$ cat config.mk
export PLATFORM = sky130hd
export DESIGN_NAME = phy_symerr_crossover_ctrl
export DESIGN_NICKNAME = d
export VERILOG_FILES = /design/src/include/phy_regs_pkg.sv /design/src/include/xover_if.sv /design/src/rtl/xover_select.sv /design/src/rtl/symerr_counter.sv /design/src/rtl/phy_symerr_crossover_ctrl.sv
export SDC_FILE = /design/constraint.sdc
export NUM_CORES = 1
export LEC_CHECK = 0
export BUFFER_PORTS_ARGS = -buffer_cell sky130_fd_sc_hd__buf_2
export CAP_MARGIN = 20
export CORE_MARGIN = 4
export CORE_UTILIZATION = 30
export DETAILED_ROUTE_END_ITERATION = 10
export SLEW_MARGIN = 5
export SYNTH_ARGS = -nofsm -noshare
export SYNTH_HDL_FRONTEND = slang
export SYNTH_SLANG_ARGS = --single-unit
export TNS_END_PERCENT = 50
$ cat constraint.sdc
create_clock -name clk_in -period 3.4 [get_ports clk_in]
set_input_delay 0.17 -clock clk_in [delete_from_list [all_inputs] [get_ports clk_in]]
set_output_delay 0.17 -clock clk_in [all_outputs]
set_load 0.005 [all_outputs]
$ cat src/include/phy_regs_pkg.sv
// Function
// - count invalid 100 Mb/s symbols, idle too
// - at most one count per packet
// - counter wraps to zero past maximum
// - reset clears counter; reads leave it alone
// - counter holds in 10 Mb/s mode
// - bit 15 picks straps or register bits
// - enable/state bits select crossover mode
// - straps: auto strap wins, else manual
// - bit 11 disables heartbeat test
// - bit 5 enables far-end fault
// - far-end fault resets to fiber mode
// - bit 4 shows 10 Mb/s polarity
// - phy soft reset clears bits 14,13,11
// - reserved bits are read-only
`default_nettype none
package phy_regs_pkg;
  localparam int unsigned DATA_W        = 32;     // apb data width
  localparam int unsigned ADDR_W        = 8;      // apb byte address width
  localparam int unsigned REG_W         = 16;     // management register width
  localparam logic [5:0]  SYMERR_IDX    = 6'h1a;  // counter register index
  localparam logic [5:0]  SPECIAL_IDX   = 6'h1b;  // special control index
  localparam logic [7:0]  SYMERR_ADDR   = {SYMERR_IDX, 2'b00};
  localparam logic [7:0]  SPECIAL_ADDR  = {SPECIAL_IDX, 2'b00};
  // field positions in the special control register
  localparam int unsigned SRC_SEL_BIT   = 15;
  localparam int unsigned AUTO_EN_BIT   = 14;
  localparam int unsigned STATE_BIT     = 13;
  localparam int unsigned HB_DIS_BIT    = 11;
  localparam int unsigned FEF_EN_BIT    = 5;
  localparam int unsigned POL_BIT       = 4;
  // reset values
  localparam logic [15:0] SYMERR_RST    = 16'h0000;
  localparam logic        SRC_SEL_RST   = 1'b0;
  localparam logic        AUTO_EN_RST   = 1'b0;
  localparam logic        STATE_RST     = 1'b0;
  localparam logic        HB_DIS_RST    = 1'b0;
  localparam logic        FEF_FIBER_RST = 1'b1;
  localparam logic        FEF_OTHER_RST = 1'b0;
  localparam logic        POL_RST       = 1'b0;

  // resulting crossover behaviour of the port
  typedef enum logic [1:0] {
    XOVER_STRAIGHT = 2'h0,
    XOVER_CROSS    = 2'h1,
    XOVER_AUTO     = 2'h2
  } xover_mode_e;

  // per-packet counting state, one-hot
  typedef enum logic [1:0] {
    PKT_OPEN    = 2'h1,
    PKT_COUNTED = 2'h2
  } pkt_state_e;
endpackage
`default_nettype wire

$ cat src/include/xover_if.sv
`timescale 1ns/10ps
`default_nettype none
// crossover configuration handed from the register bank to the decoder
interface xover_if;
  import phy_regs_pkg::*;
  logic        src_sel;       // 1: register bits govern
  logic        auto_en;       // register auto enable
  logic        state;         // register crossover state
  logic        auto_strap;    // auto crossover strap
  logic        manual_strap;  // manual crossover strap
  xover_mode_e mode;          // decoded mode
  modport ctrl (output src_sel, auto_en, state, auto_strap, manual_strap, input mode);
  modport sel  (input src_sel, auto_en, state, auto_strap, manual_strap, output mode);
endinterface
`default_nettype wire

$ cat src/rtl/xover_select.sv
`timescale 1ns/10ps
`default_nettype none
// pure decode of the crossover source and mode
module xover_select (
  xover_if.sel xo
);
  import phy_regs_pkg::*;

  // straps or register bits, auto request dominates in both
  always_comb begin
    if (xo.src_sel) begin
      if (xo.auto_en) begin
        xo.mode = XOVER_AUTO;
      end else if (xo.state) begin
        xo.mode = XOVER_CROSS;
      end else begin
        xo.mode = XOVER_STRAIGHT;
      end
    end else begin
      if (xo.auto_strap) begin
        xo.mode = XOVER_AUTO;
      end else if (xo.manual_strap) begin
        xo.mode = XOVER_CROSS;
      end else begin
        xo.mode = XOVER_STRAIGHT;
      end
    end
  end
endmodule
`default_nettype wire

$ cat src/rtl/symerr_counter.sv
`timescale 1ns/10ps
`default_nettype none
// receive symbol error counter, one step per packet at most
module symerr_counter #(
  parameter int unsigned CNT_W = 16
) (
  input  wire logic             clk_in,
  input  wire logic             arst_n_in,
  input  wire logic             ce_in,
  input  wire logic             sym_err_in,     // invalid symbol seen, one cycle
  input  wire logic             pkt_active_in,  // packet being received
  input  wire logic             mode_10bt_in,   // port runs 10 Mb/s twisted pair
  output logic [CNT_W-1:0]      count_out
);
  import phy_regs_pkg::*;

  pkt_state_e pkt_state;  // has this packet already counted
  logic       bump;       // count this cycle

  // idle errors always count outside 10 Mb/s mode; in a packet only the first does
  assign bump = ce_in && sym_err_in && !mode_10bt_in &&
                (!pkt_active_in || pkt_state == PKT_OPEN);

  // packet state tracking
  always_ff @(posedge clk_in or negedge arst_n_in) begin
    if (!arst_n_in) begin
      pkt_state <= PKT_OPEN;
    end else if (ce_in) begin
      case (pkt_state)
        PKT_OPEN: begin
          if (pkt_active_in && bump) begin
            pkt_state <= PKT_COUNTED;
          end
        end
        PKT_COUNTED: begin
          if (!pkt_active_in) begin
            pkt_state <= PKT_OPEN;
          end
        end
        default: begin
          pkt_state <= PKT_OPEN;
        end
      endcase
    end
  end

  // counter rolls over naturally at full width
  always_ff @(posedge clk_in or negedge arst_n_in) begin
    if (!arst_n_in) begin
      count_out <= CNT_W'(SYMERR_RST);
    end else if (bump) begin
      count_out <= count_out + 1'b1;
    end
  end
endmodule
`default_nettype wire

$ cat src/rtl/phy_symerr_crossover_ctrl.sv
`timescale 1ns/10ps
`default_nettype none
// symbol error counter and special control/status registers over apb
module phy_symerr_crossover_ctrl #(
  parameter int unsigned CNT_W = 16
) (
  input  wire logic                              clk_in,
  input  wire logic                              arst_n_in,
  input  wire logic                              ce_in,
  // apb slave
  input  wire logic                              psel_in,
  input  wire logic                              penable_in,
  input  wire logic                              pwrite_in,
  input  wire logic [phy_regs_pkg::ADDR_W-1:0]   paddr_in,
  input  wire logic [phy_regs_pkg::DATA_W-1:0]   pwdata_in,
  output logic      [phy_regs_pkg::DATA_W-1:0]   prdata_out,
  output logic                                   pready_out,
  output logic                                   pslverr_out,
  // phy receive side
  input  wire logic                              sym_err_in,
  input  wire logic                              pkt_active_in,
  input  wire logic                              mode_10bt_in,
  input  wire logic                              fiber_mode_in,
  input  wire logic                              polarity_reversed_in,
  // phy reset through the reset control register
  input  wire logic                              phy_reset_req_in,
  input  wire logic                              phy_soft_reset_bit_in,
  // straps
  input  wire logic                              auto_strap_in,
  input  wire logic                              manual_strap_in,
  // control outputs to the phy
  output phy_regs_pkg::xover_mode_e              crossover_mode_out,
  output logic                                   heartbeat_test_disable_out,
  output logic                                   far_end_fault_enable_out
);
  import phy_regs_pkg::*;

  xover_if xo ();  // link to the crossover decoder

  logic               crossover_source_select;  // 0 straps, 1 register
  logic               crossover_auto_enable;    // register auto request
  logic               crossover_state;          // register manual state
  logic               heartbeat_test_disable;   // 1 disables heartbeat
  logic               far_end_fault_enable;     // far-end fault gen/detect
  logic               fef_loaded;               // mode-dependent default taken
  logic               twisted_pair_polarity_reversed;  // captured status
  logic [CNT_W-1:0]   symbol_error_count;       // live counter value
  logic               phy_reset_only_field;     // soft phy reset strobe
  logic               setup_phase;              // apb setup cycle
  logic               access_phase;             // apb access cycle
  logic               hit_symerr;               // address decodes counter
  logic               hit_special;              // address decodes control
  logic               wr_special;               // write lands this edge
  logic [REG_W-1:0]   special_view;             // readback image
  logic [DATA_W-1:0]  next_prdata;              // read mux result

  // the soft-reset designation only bites with the soft reset bit set
  assign phy_reset_only_field = phy_reset_req_in && phy_soft_reset_bit_in;

  // apb phase and decode
  assign setup_phase  = psel_in && !penable_in;
  assign access_phase = psel_in && penable_in;
  assign hit_symerr   = (paddr_in == SYMERR_ADDR);
  assign hit_special  = (paddr_in == SPECIAL_ADDR);

  // zero wait states; a frozen clock enable stretches the access phase
  assign pready_out  = access_phase && ce_in;
  // unmapped addresses answer with an error and change nothing
  assign pslverr_out = pready_out && !(hit_symerr || hit_special);
  // counter writes fall through here untouched
  assign wr_special  = pready_out && pwrite_in && hit_special;

  // readback image, reserved positions tied low
  always_comb begin
    special_view              = '0;
    special_view[SRC_SEL_BIT] = crossover_source_select;
    special_view[AUTO_EN_BIT] = crossover_auto_enable;
    special_view[STATE_BIT]   = crossover_state;
    special_view[HB_DIS_BIT]  = heartbeat_test_disable;
    special_view[FEF_EN_BIT]  = far_end_fault_enable;
    special_view[POL_BIT]     = twisted_pair_polarity_reversed;
  end

  // read mux, upper half of the word reads zero
  always_comb begin
    next_prdata = '0;
    if (hit_symerr) begin
      next_prdata[REG_W-1:0] = REG_W'(symbol_error_count);
    end else if (hit_special) begin
      next_prdata[REG_W-1:0] = special_view;
    end
  end

  // read data registered in setup so it is steady through access
  always_ff @(posedge clk_in or negedge arst_n_in) begin
    if (!arst_n_in) begin
      prdata_out <= '0;
    end else if (ce_in && setup_phase) begin
      prdata_out <= next_prdata;
    end
  end

  // source select survives a soft phy reset
  always_ff @(posedge clk_in or negedge arst_n_in) begin
    if (!arst_n_in) begin
      crossover_source_select <= SRC_SEL_RST;
    end else if (wr_special) begin
      crossover_source_select <= pwdata_in[SRC_SEL_BIT];
    end
  end

  // crossover bits; soft phy reset beats a simultaneous write
  always_ff @(posedge clk_in or negedge arst_n_in) begin
    if (!arst_n_in) begin
      crossover_auto_enable <= AUTO_EN_RST;
      crossover_state       <= STATE_RST;
    end else if (ce_in && phy_reset_only_field) begin
      crossover_auto_enable <= AUTO_EN_RST;
      crossover_state       <= STATE_RST;
    end else if (wr_special) begin
      // the both-set combination is stored as written, no guard
      crossover_auto_enable <= pwdata_in[AUTO_EN_BIT];
      crossover_state       <= pwdata_in[STATE_BIT];
    end
  end

  // heartbeat test disable, also cleared by soft phy reset
  always_ff @(posedge clk_in or negedge arst_n_in) begin
    if (!arst_n_in) begin
      heartbeat_test_disable <= HB_DIS_RST;
    end else if (ce_in && phy_reset_only_field) begin
      heartbeat_test_disable <= HB_DIS_RST;
    end else if (wr_special) begin
      heartbeat_test_disable <= pwdata_in[HB_DIS_BIT];
    end
  end

  // far-end fault: async reset gives a constant, the fiber-dependent
  // default is caught on the first enabled edge after release
  always_ff @(posedge clk_in or negedge arst_n_in) begin
    if (!arst_n_in) begin
      far_end_fault_enable <= FEF_OTHER_RST;
      fef_loaded           <= 1'b0;
    end else if (ce_in && !fef_loaded) begin
      far_end_fault_enable <= fiber_mode_in ? FEF_FIBER_RST : FEF_OTHER_RST;
      fef_loaded           <= 1'b1;
    end else if (wr_special) begin
      far_end_fault_enable <= pwdata_in[FEF_EN_BIT];
    end
  end

  // polarity status follows the receiver, writes cannot reach it
  always_ff @(posedge clk_in or negedge arst_n_in) begin
    if (!arst_n_in) begin
      twisted_pair_polarity_reversed <= POL_RST;
    end else if (ce_in) begin
      twisted_pair_polarity_reversed <= polarity_reversed_in;
    end
  end

  // crossover decode inputs
  assign xo.src_sel      = crossover_source_select;
  assign xo.auto_en      = crossover_auto_enable;
  assign xo.state        = crossover_state;
  assign xo.auto_strap   = auto_strap_in;
  assign xo.manual_strap = manual_strap_in;

  xover_select u_xover (
    .xo (xo.sel)
  );

  // registered crossover mode output, one cycle behind the fields
  always_ff @(posedge clk_in or negedge arst_n_in) begin
    if (!arst_n_in) begin
      crossover_mode_out <= XOVER_STRAIGHT;
    end else if (ce_in) begin
      crossover_mode_out <= xo.mode;
    end
  end

  // plain field mirrors; the fields are flops already
  assign heartbeat_test_disable_out = heartbeat_test_disable;
  assign far_end_fault_enable_out   = far_end_fault_enable;

  symerr_counter #(
    .CNT_W (CNT_W)
  ) u_cnt (
    .clk_in        (clk_in),
    .arst_n_in     (arst_n_in),
    .ce_in         (ce_in),
    .sym_err_in    (sym_err_in),
    .pkt_active_in (pkt_active_in),
    .mode_10bt_in  (mode_10bt_in),
    .count_out     (symbol_error_count)
  );
endmodule
`default_nettype wire

==> flow_metrics.tcl, run 1 <==
set metrics [dict create \
    skew_ns 0.00944 \
    io_buffer_count 49 \
    post_drt_wl_per_cell_microns 13.8 \
    fin_crit_sh_pct 52.8 \
    cts.repair.resized 0 \
    crit_required_ns 3.58 \
    num_rows 29 \
    post_cts_buffers 0 \
    grt_usage_pct 11.0 \
    max_stage_delay_ns 0.62 \
    dpl_worst_slack_ns 1.54 \
    antenna_cells 0 \
    cp_max_fo 4 \
    synth_top_cell_by_area "dfrtp_1" \
    seq_power_share_pct 58.4 \
    end_kind "flop" \
    placed_cells 298 \
    switching_share_pct 27.6 \
    cts_buffer_depth 2 \
    cp_cell_sequence "nand2b_1, a2111oi_2, nand4_1, xnor2_1" \
    hold_viol_final 0 \
    grt_pass1_vias 1451 \
    syn_area_sq_mm 0.00204 \
    root_buffer "clkbuf_8" \
    synth_edf_count 0 \
    layout.nets 284 \
    grt_max_degree 44 \
    die_h_microns 90.4 \
    antenna_left 0 \
    synth_area_leaders "dfrtp_1 52%, buf_4 5.9%, xnor2_1 5.6%" \
    clock_sinks 43 \
    drc_errors 0 \
    area_growth_pct 17.3 \
    die_area_sq_mm 0.00817 \
    setup_ws_ns 1.60 \
    die_w_microns 90.4 \
    clkPwrFrac_pct 31.5 \
    fmax_mhz 557 \
    synth_most_common_cell "dfrtp_1" \
    worstMarginPinSlew_ns 0.947 \
    clock_latency_ns 0.30 \
    critPathLaunchType "flop" \
    globalplace.congestion 0.734 \
    synth_ff_type "dfrtp_1" \
    slew_headroom_pct 36.9 \
    dpl.hpwl_microns 3200 \
    drive_gt1_share_pct 30.6 \
    synth_seq_cells 43 \
    p_leak_nw 1.18 \
    cp_data_arrival_time_ns 1.98 \
    maxCapViolCount 0 \
    path_clk_slew_ns 0.09 \
    netlist_instances 175 \
    yosysSeqAreaShare_pct 52.9 \
    h-tree-depth 2 \
    drtIter0Drc 46 \
    synthArstFlopShare_pct 100 \
    overflow 0 \
    rsz0062_at_grt "no" \
    avgSynthCellArea_sq_um 11.6 \
    start_util_pct 31.5 \
    cts_buffers 5 \
    hold_buffers 0 \
    slew_viol_final 0 \
    setup_viol 0 \
    final_cells 306 \
    fin_tns_setup_ns 0 \
    ioPinCount 93 \
    vias_per_cell 4.68 \
    totalWireLength_microns 4220 \
    ir_drop_mv 0.176 \
    drt_pass1_iterations 4 \
    netlist.area_leader.share_pct 51.6 \
    cp_num_buf_inv 0 \
    synth_commonest_cells "42 x dfrtp_1, 16 x buf_4, 13 x xnor2_1" \
    antenna_found_initial 0 \
    path_delay_family "compound AO/OA/AOI/OAI gates" \
    power_switching_mw 0.280 \
    ys_warn_count 0 \
    min_path_type "in2async" \
    fin_hold_ws_ns 0.0125 \
    grt_pass1_wl_microns 7390 \
    cp_slowest_cell "a2111oi_2" \
    synth_cell_type_count 39 \
    cts_tree "yes" \
    min_period_ns 1.80 \
    p_int_mw 0.736 \
    power-per-cell-area_mw_per_mm2 425 \
    outcome "finished clean" \
    crit_type "reg2reg" \
    combPwrFrac_pct 10.1 \
    coreArea_sq_mm 0.00646 \
    vias 1432 \
]
## metrics by stage
step | power (mW) | utilization (%) | area (sq um)
6_report | 1.02 | 37.0 | 2390
5_1_grt | 1.07 | 37.0 | 2390
4_1_cts | 1.03 | 37.0 | 2390
3_5_place_dp | 0.708 | 35.7 | 2300
3_3_place_gp | 0.704 | 35.7 | 2300
2_1_floorplan | 0.673 | - | 2090
## cell families after synthesis
kind of cell	share of synthesized area (%)
other cells	0.184
simple gates	16.3
fa+ha+maj	0.615
xor+xnor	6.45
buf+inv	7.87
mux	3.56
flops	52.9
compound gates	12.1
## layout make-up
type,instances,area (sq um)
Fill cell,658,4070
Sequential cell,43,1080
Multi-Input combinational cell,123,855
Timing Repair Buffer,51,260
Tap cell,77,96.3
Clock buffer,6,72.6
Inverter,4,15.0
Clock inverter,2,12.5
## sequential cells by signal, indices dropped and copies added (netlist names)
| register | count |
|---|---|
| u_cnt.pkt_state | 2 |
| crossover_mode_out | 2 |
| crossover_auto_enable | 1 |
| prdata_out | 16 |
| crossover_state | 1 |
| u_cnt.count_out | 16 |
| crossover_source_select | 1 |
| fef_loaded | 1 |
| heartbeat_test_disable_out | 1 |
| twisted_pair_polarity_reversed | 1 |
| far_end_fault_enable_out | 1 |
## power by group through the flow
stage	sequential, mW	clock [mW]	combinational [mW]
3_5_place_dp	0.604	0	0.104
3_3_place_gp	0.603	0	0.101
5_1_grt	0.600	0.354	0.116
4_1_cts	0.594	0.332	0.104
6_report	0.594	0.320	0.102
2_1_floorplan	0.584	0	0.0888
## worst reg2reg max path, cell delays in order (launching register included)
cell and delay (ns):
dfstp_2 0.55, nand2b_1 0.18, a2111oi_2 0.62, nand4_1 0.18, xnor2_1 0.15
## per-layer routing
metal  GRT usage (%)  share of wire, %
met4            3.06              0.64
met5               0                 0
met3            3.83               8.3
met2            16.3                45
met1            15.1                46
## final timing paths
kind                               startpoint                       to  slack (ns)  cells past startpoint
max                        u_cnt.pkt_state[0]      u_cnt.count_out[10]        1.60                      4
min reg2reg                        fef_loaded               fef_loaded        0.47                      1
max in group asynchronous           arst_n_in      u_cnt.count_out[15]        2.80                      1
max reg2reg                u_cnt.pkt_state[0]      u_cnt.count_out[10]        1.60                      4
min                                 arst_n_in       u_cnt.count_out[3]        0.01                      1
min in group clk_in             pwdata_in[15]  crossover_source_select        0.09                      3
## placed cells by master (no fill, tap or decap), drive strengths merged, types with 3 or more instances in the layout
master / synthesis / layout
inv: 4 / 4
a21oi: 5 / 5
nand3: 10 / 10
nand4: 6 / 6
conb: 1 / 16
nor2: 9 / 9
a22oi: 5 / 5
and4: 3 / 3
buf: 18 / 51
dfrtp: 42 / 42
nand2: 11 / 11
clkbuf: 2 / 6
a22o: 11 / 11
mux2i: 5 / 5
xnor2: 13 / 13
o21ai: 4 / 4
Note: power is estimated with default switching activity, not from simulation.
==> inputs of run 2 (changes only) <==
--- a/config.mk
+++ b/config.mk
@@ -5,6 +5,7 @@
 export SDC_FILE = /design/constraint.sdc
 export NUM_CORES = 1
 export LEC_CHECK = 0
+export ABC_AREA = 1
 export BUFFER_PORTS_ARGS = -buffer_cell sky130_fd_sc_hd__buf_2
 export CAP_MARGIN = 20
 export CORE_MARGIN = 4
==> constraint.sdc (replaced) <==
create_clock -name clk_in -period 1.8 [get_ports clk_in]
set_input_delay 0.09 -clock clk_in [delete_from_list [all_inputs] [get_ports clk_in]]
set_output_delay 0.09 -clock clk_in [all_outputs]
set_load 0.005 [all_outputs]
==> run 2 against run 1 <==
Net effect:
- sequential cell count unchanged
- synthesized cell count increased by 74%
- largest cell class unchanged
- highest routed layer unchanged
- core utilization increased by 0.19 points
==> flow_metrics.tcl, run 2 <==
set metrics [dict create \
    outcome "finished clean" \
    yosysSeqAreaShare_pct 46.9 \
    multiInputGateArea_sq_mm 0.00101 \
    antenna_found_initial 0 \
    placed_cells 452 \
    die_h_microns 95.5 \
    overflow 0 \
    synth_most_common_cell "nand2_1" \
    drtIter0Drc 101 \
    die_area_sq_mm 0.00913 \
    vias_per_cell 4.30 \
    cts_buffer_depth 2 \
    avgSynthCellArea_sq_um 7.54 \
    synth_seq_cells 43 \
    synth_cell_type_count 26 \
    drc_errors 0 \
    slew_viol_final 0 \
    setup_viol 0 \
    antenna_cells 0 \
    dpl.hpwl_microns 3900 \
    syn_area_sq_mm 0.00230 \
    grt_max_degree 23 \
    cp_max_fo 8 \
    grt_pass1_wl_microns 8430 \
    grt_pass1_vias 1845 \
    area_growth_pct 18.6 \
    seq_area_sq_mm 0.00108 \
    clock_latency_ns 0.29 \
    min_period_ns 1.58 \
    fmax_mhz 633 \
    ys_warn_count 0 \
    synth_edf_count 0 \
    vias 1981 \
    final_cells 461 \
    end_kind "flop" \
    critPathLaunchType "flop" \
    antenna_left 0 \
    min_path_type "in2reg" \
    hold_viol_final 0 \
    die_w_microns 95.5 \
    cts_buffers 5 \
    globalplace.congestion 0.850 \
    top_regs "prdata_out (16), u_cnt.count_out (16)" \
    clock_sinks 43 \
    synth_ff_type "dfrtp_1" \
    layout.nets 417 \
    grt_usage_pct 11.7 \
    crit_type "reg2reg" \
    r2r_slack_ns 0.22 \
    crit_required_ns 1.98 \
    p_leak_nw 1.47 \
    power-per-cell-area_mw_per_mm2 824 \
    cts.repair.resized 0 \
    synth_top_cell_by_area "dfrtp_1" \
    final_common_cell "nand2_1" \
    fin_crit_sh_pct 87.8 \
    rsz0062_at_grt "no" \
    skew_ns 0.00653 \
    drive_gt1_share_pct 19.1 \
    cts_tree "yes" \
    post_drt_wl_per_cell_microns 10.7 \
    final_cell_mix "126 x nand2_1, 49 x buf_2, 42 x dfrtp_1" \
    num_rows 31 \
    start_util_pct 31.4 \
    ir_drop_mv 0.293 \
    fillers 767 \
    totalWireLength_microns 4910 \
    post_cts_buffers 0 \
    io_buffer_count 49 \
    coreArea_sq_mm 0.00733 \
    maxCapViolCount 0 \
    drt_pass1_iterations 4 \
    root_buffer "clkbuf_8" \
    cp_data_arrival_time_ns 1.76 \
    netlist.area_leader.share_pct 45.7 \
    synth_commonest_cells "126 x nand2_1, 42 x dfrtp_1, 28 x nor2_1" \
    fin_tns_setup_ns 0 \
    h-tree-depth 2 \
    netlist_instances 305 \
    synth_area_leaders "dfrtp_1 46%, nand2_1 21%, buf_4 5.2%" \
    ioPinCount 93 \
    path_clk_slew_ns 0.08 \
    synthArstFlopShare_pct 100 \
]
run 2: changes by cell type after synthesis, sizes merged, moves of 11 or more:
cell,previous run,this run
nor2,9,29
nand2,11,126
a22o,11,0
nand3,10,22
inv,4,24
o21ai,4,16
run 2: metal layers:
layer  share of wire, %  wire length [microns]  track usage, %
met5                  0                      0               0
met4                1.5                     75            4.27
met3                4.7                    230            2.84
met2                 48                   2370            19.6
met1                 46                   2240            14.4
run 2: area by class of cell:
| class | count | area share, % |
|---|---|---|
| sequential | 43 | 39.5 |
| multi-input combinational | 231 | 37.2 |
| timing repair buffer | 56 | 11.0 |
| tap | 99 | 4.55 |
| inverter | 24 | 3.40 |
| clock buffer | 6 | 3.03 |
| clock inverter | 2 | 1.29 |
run 2: through the flow:
stage	hold slack [ns]	power (mW)	utilization (%)	worst slack [ns]	cell area, sq um
after floorplan	-0.206	1.40	-	0.425	2350
after global placement	0.0766	1.48	35.4	0.255	2600
after detailed placement	0.0864	1.50	35.4	0.214	2600
after CTS	0.000994	2.28	37.2	0.209	2730
after global routing	0.00384	2.39	37.2	0.0681	2730
final	0.00739	2.24	37.2	0.220	2730
run 2: timing repair:
item,in CTS,in global routing
endpoints found under the setup margin,0,0
endpoints found under the hold margin,19,0
hold buffers,1,0
run 2: worst max-delay path, cell delays in order, from the launching register on:
cell and delay, ns:
dfstp_2 0.54, nand2_1 0.08, nand2_1 0.07, nand2_1 0.19
nor2_1 0.34, nand2_1 0.11, xnor2_1 0.13
run 2: worst paths after layout:
kind,start,end,depth (start not counted)
max,u_cnt.pkt_state[0],u_cnt.count_out[9],6
min,polarity_reversed_in,twisted_pair_polarity_reversed,3
max reg2reg,u_cnt.pkt_state[0],u_cnt.count_out[9],6
min reg2reg,fef_loaded,fef_loaded,2
max in group asynchronous,arst_n_in,prdata_out[10],3
min in group asynchronous,arst_n_in,u_cnt.pkt_state[1],2
run 2: cells by family (layout without fill, tap and decap cells):
family | Yosys count | in the layout | share of synthesized area (%)
multiplexers | 1 | 1 | 0.490
flip-flops | 43 | 43 | 46.9
other | 1 | 16 | 0.163
AND/OR/NAND/NOR | 187 | 187 | 33.4
XOR/XNOR | 8 | 8 | 3.05
adder cells (fa/ha/maj) | 1 | 1 | 0.544
AO/OA/AOI/OAI | 18 | 18 | 4.03
buffers and inverters | 46 | 88 | 11.5
run 2: report_power, final:
| part | switching [mW] | internal (mW) | total [mW] |
|---|---|---|---|
| clock network | 0.322 | 0.449 | 0.771 |
| logic | 0.192 | 0.124 | 0.316 |
| registers | 0.0938 | 1.06 | 1.16 |
| total | 0.608 | 1.64 | 2.24 |
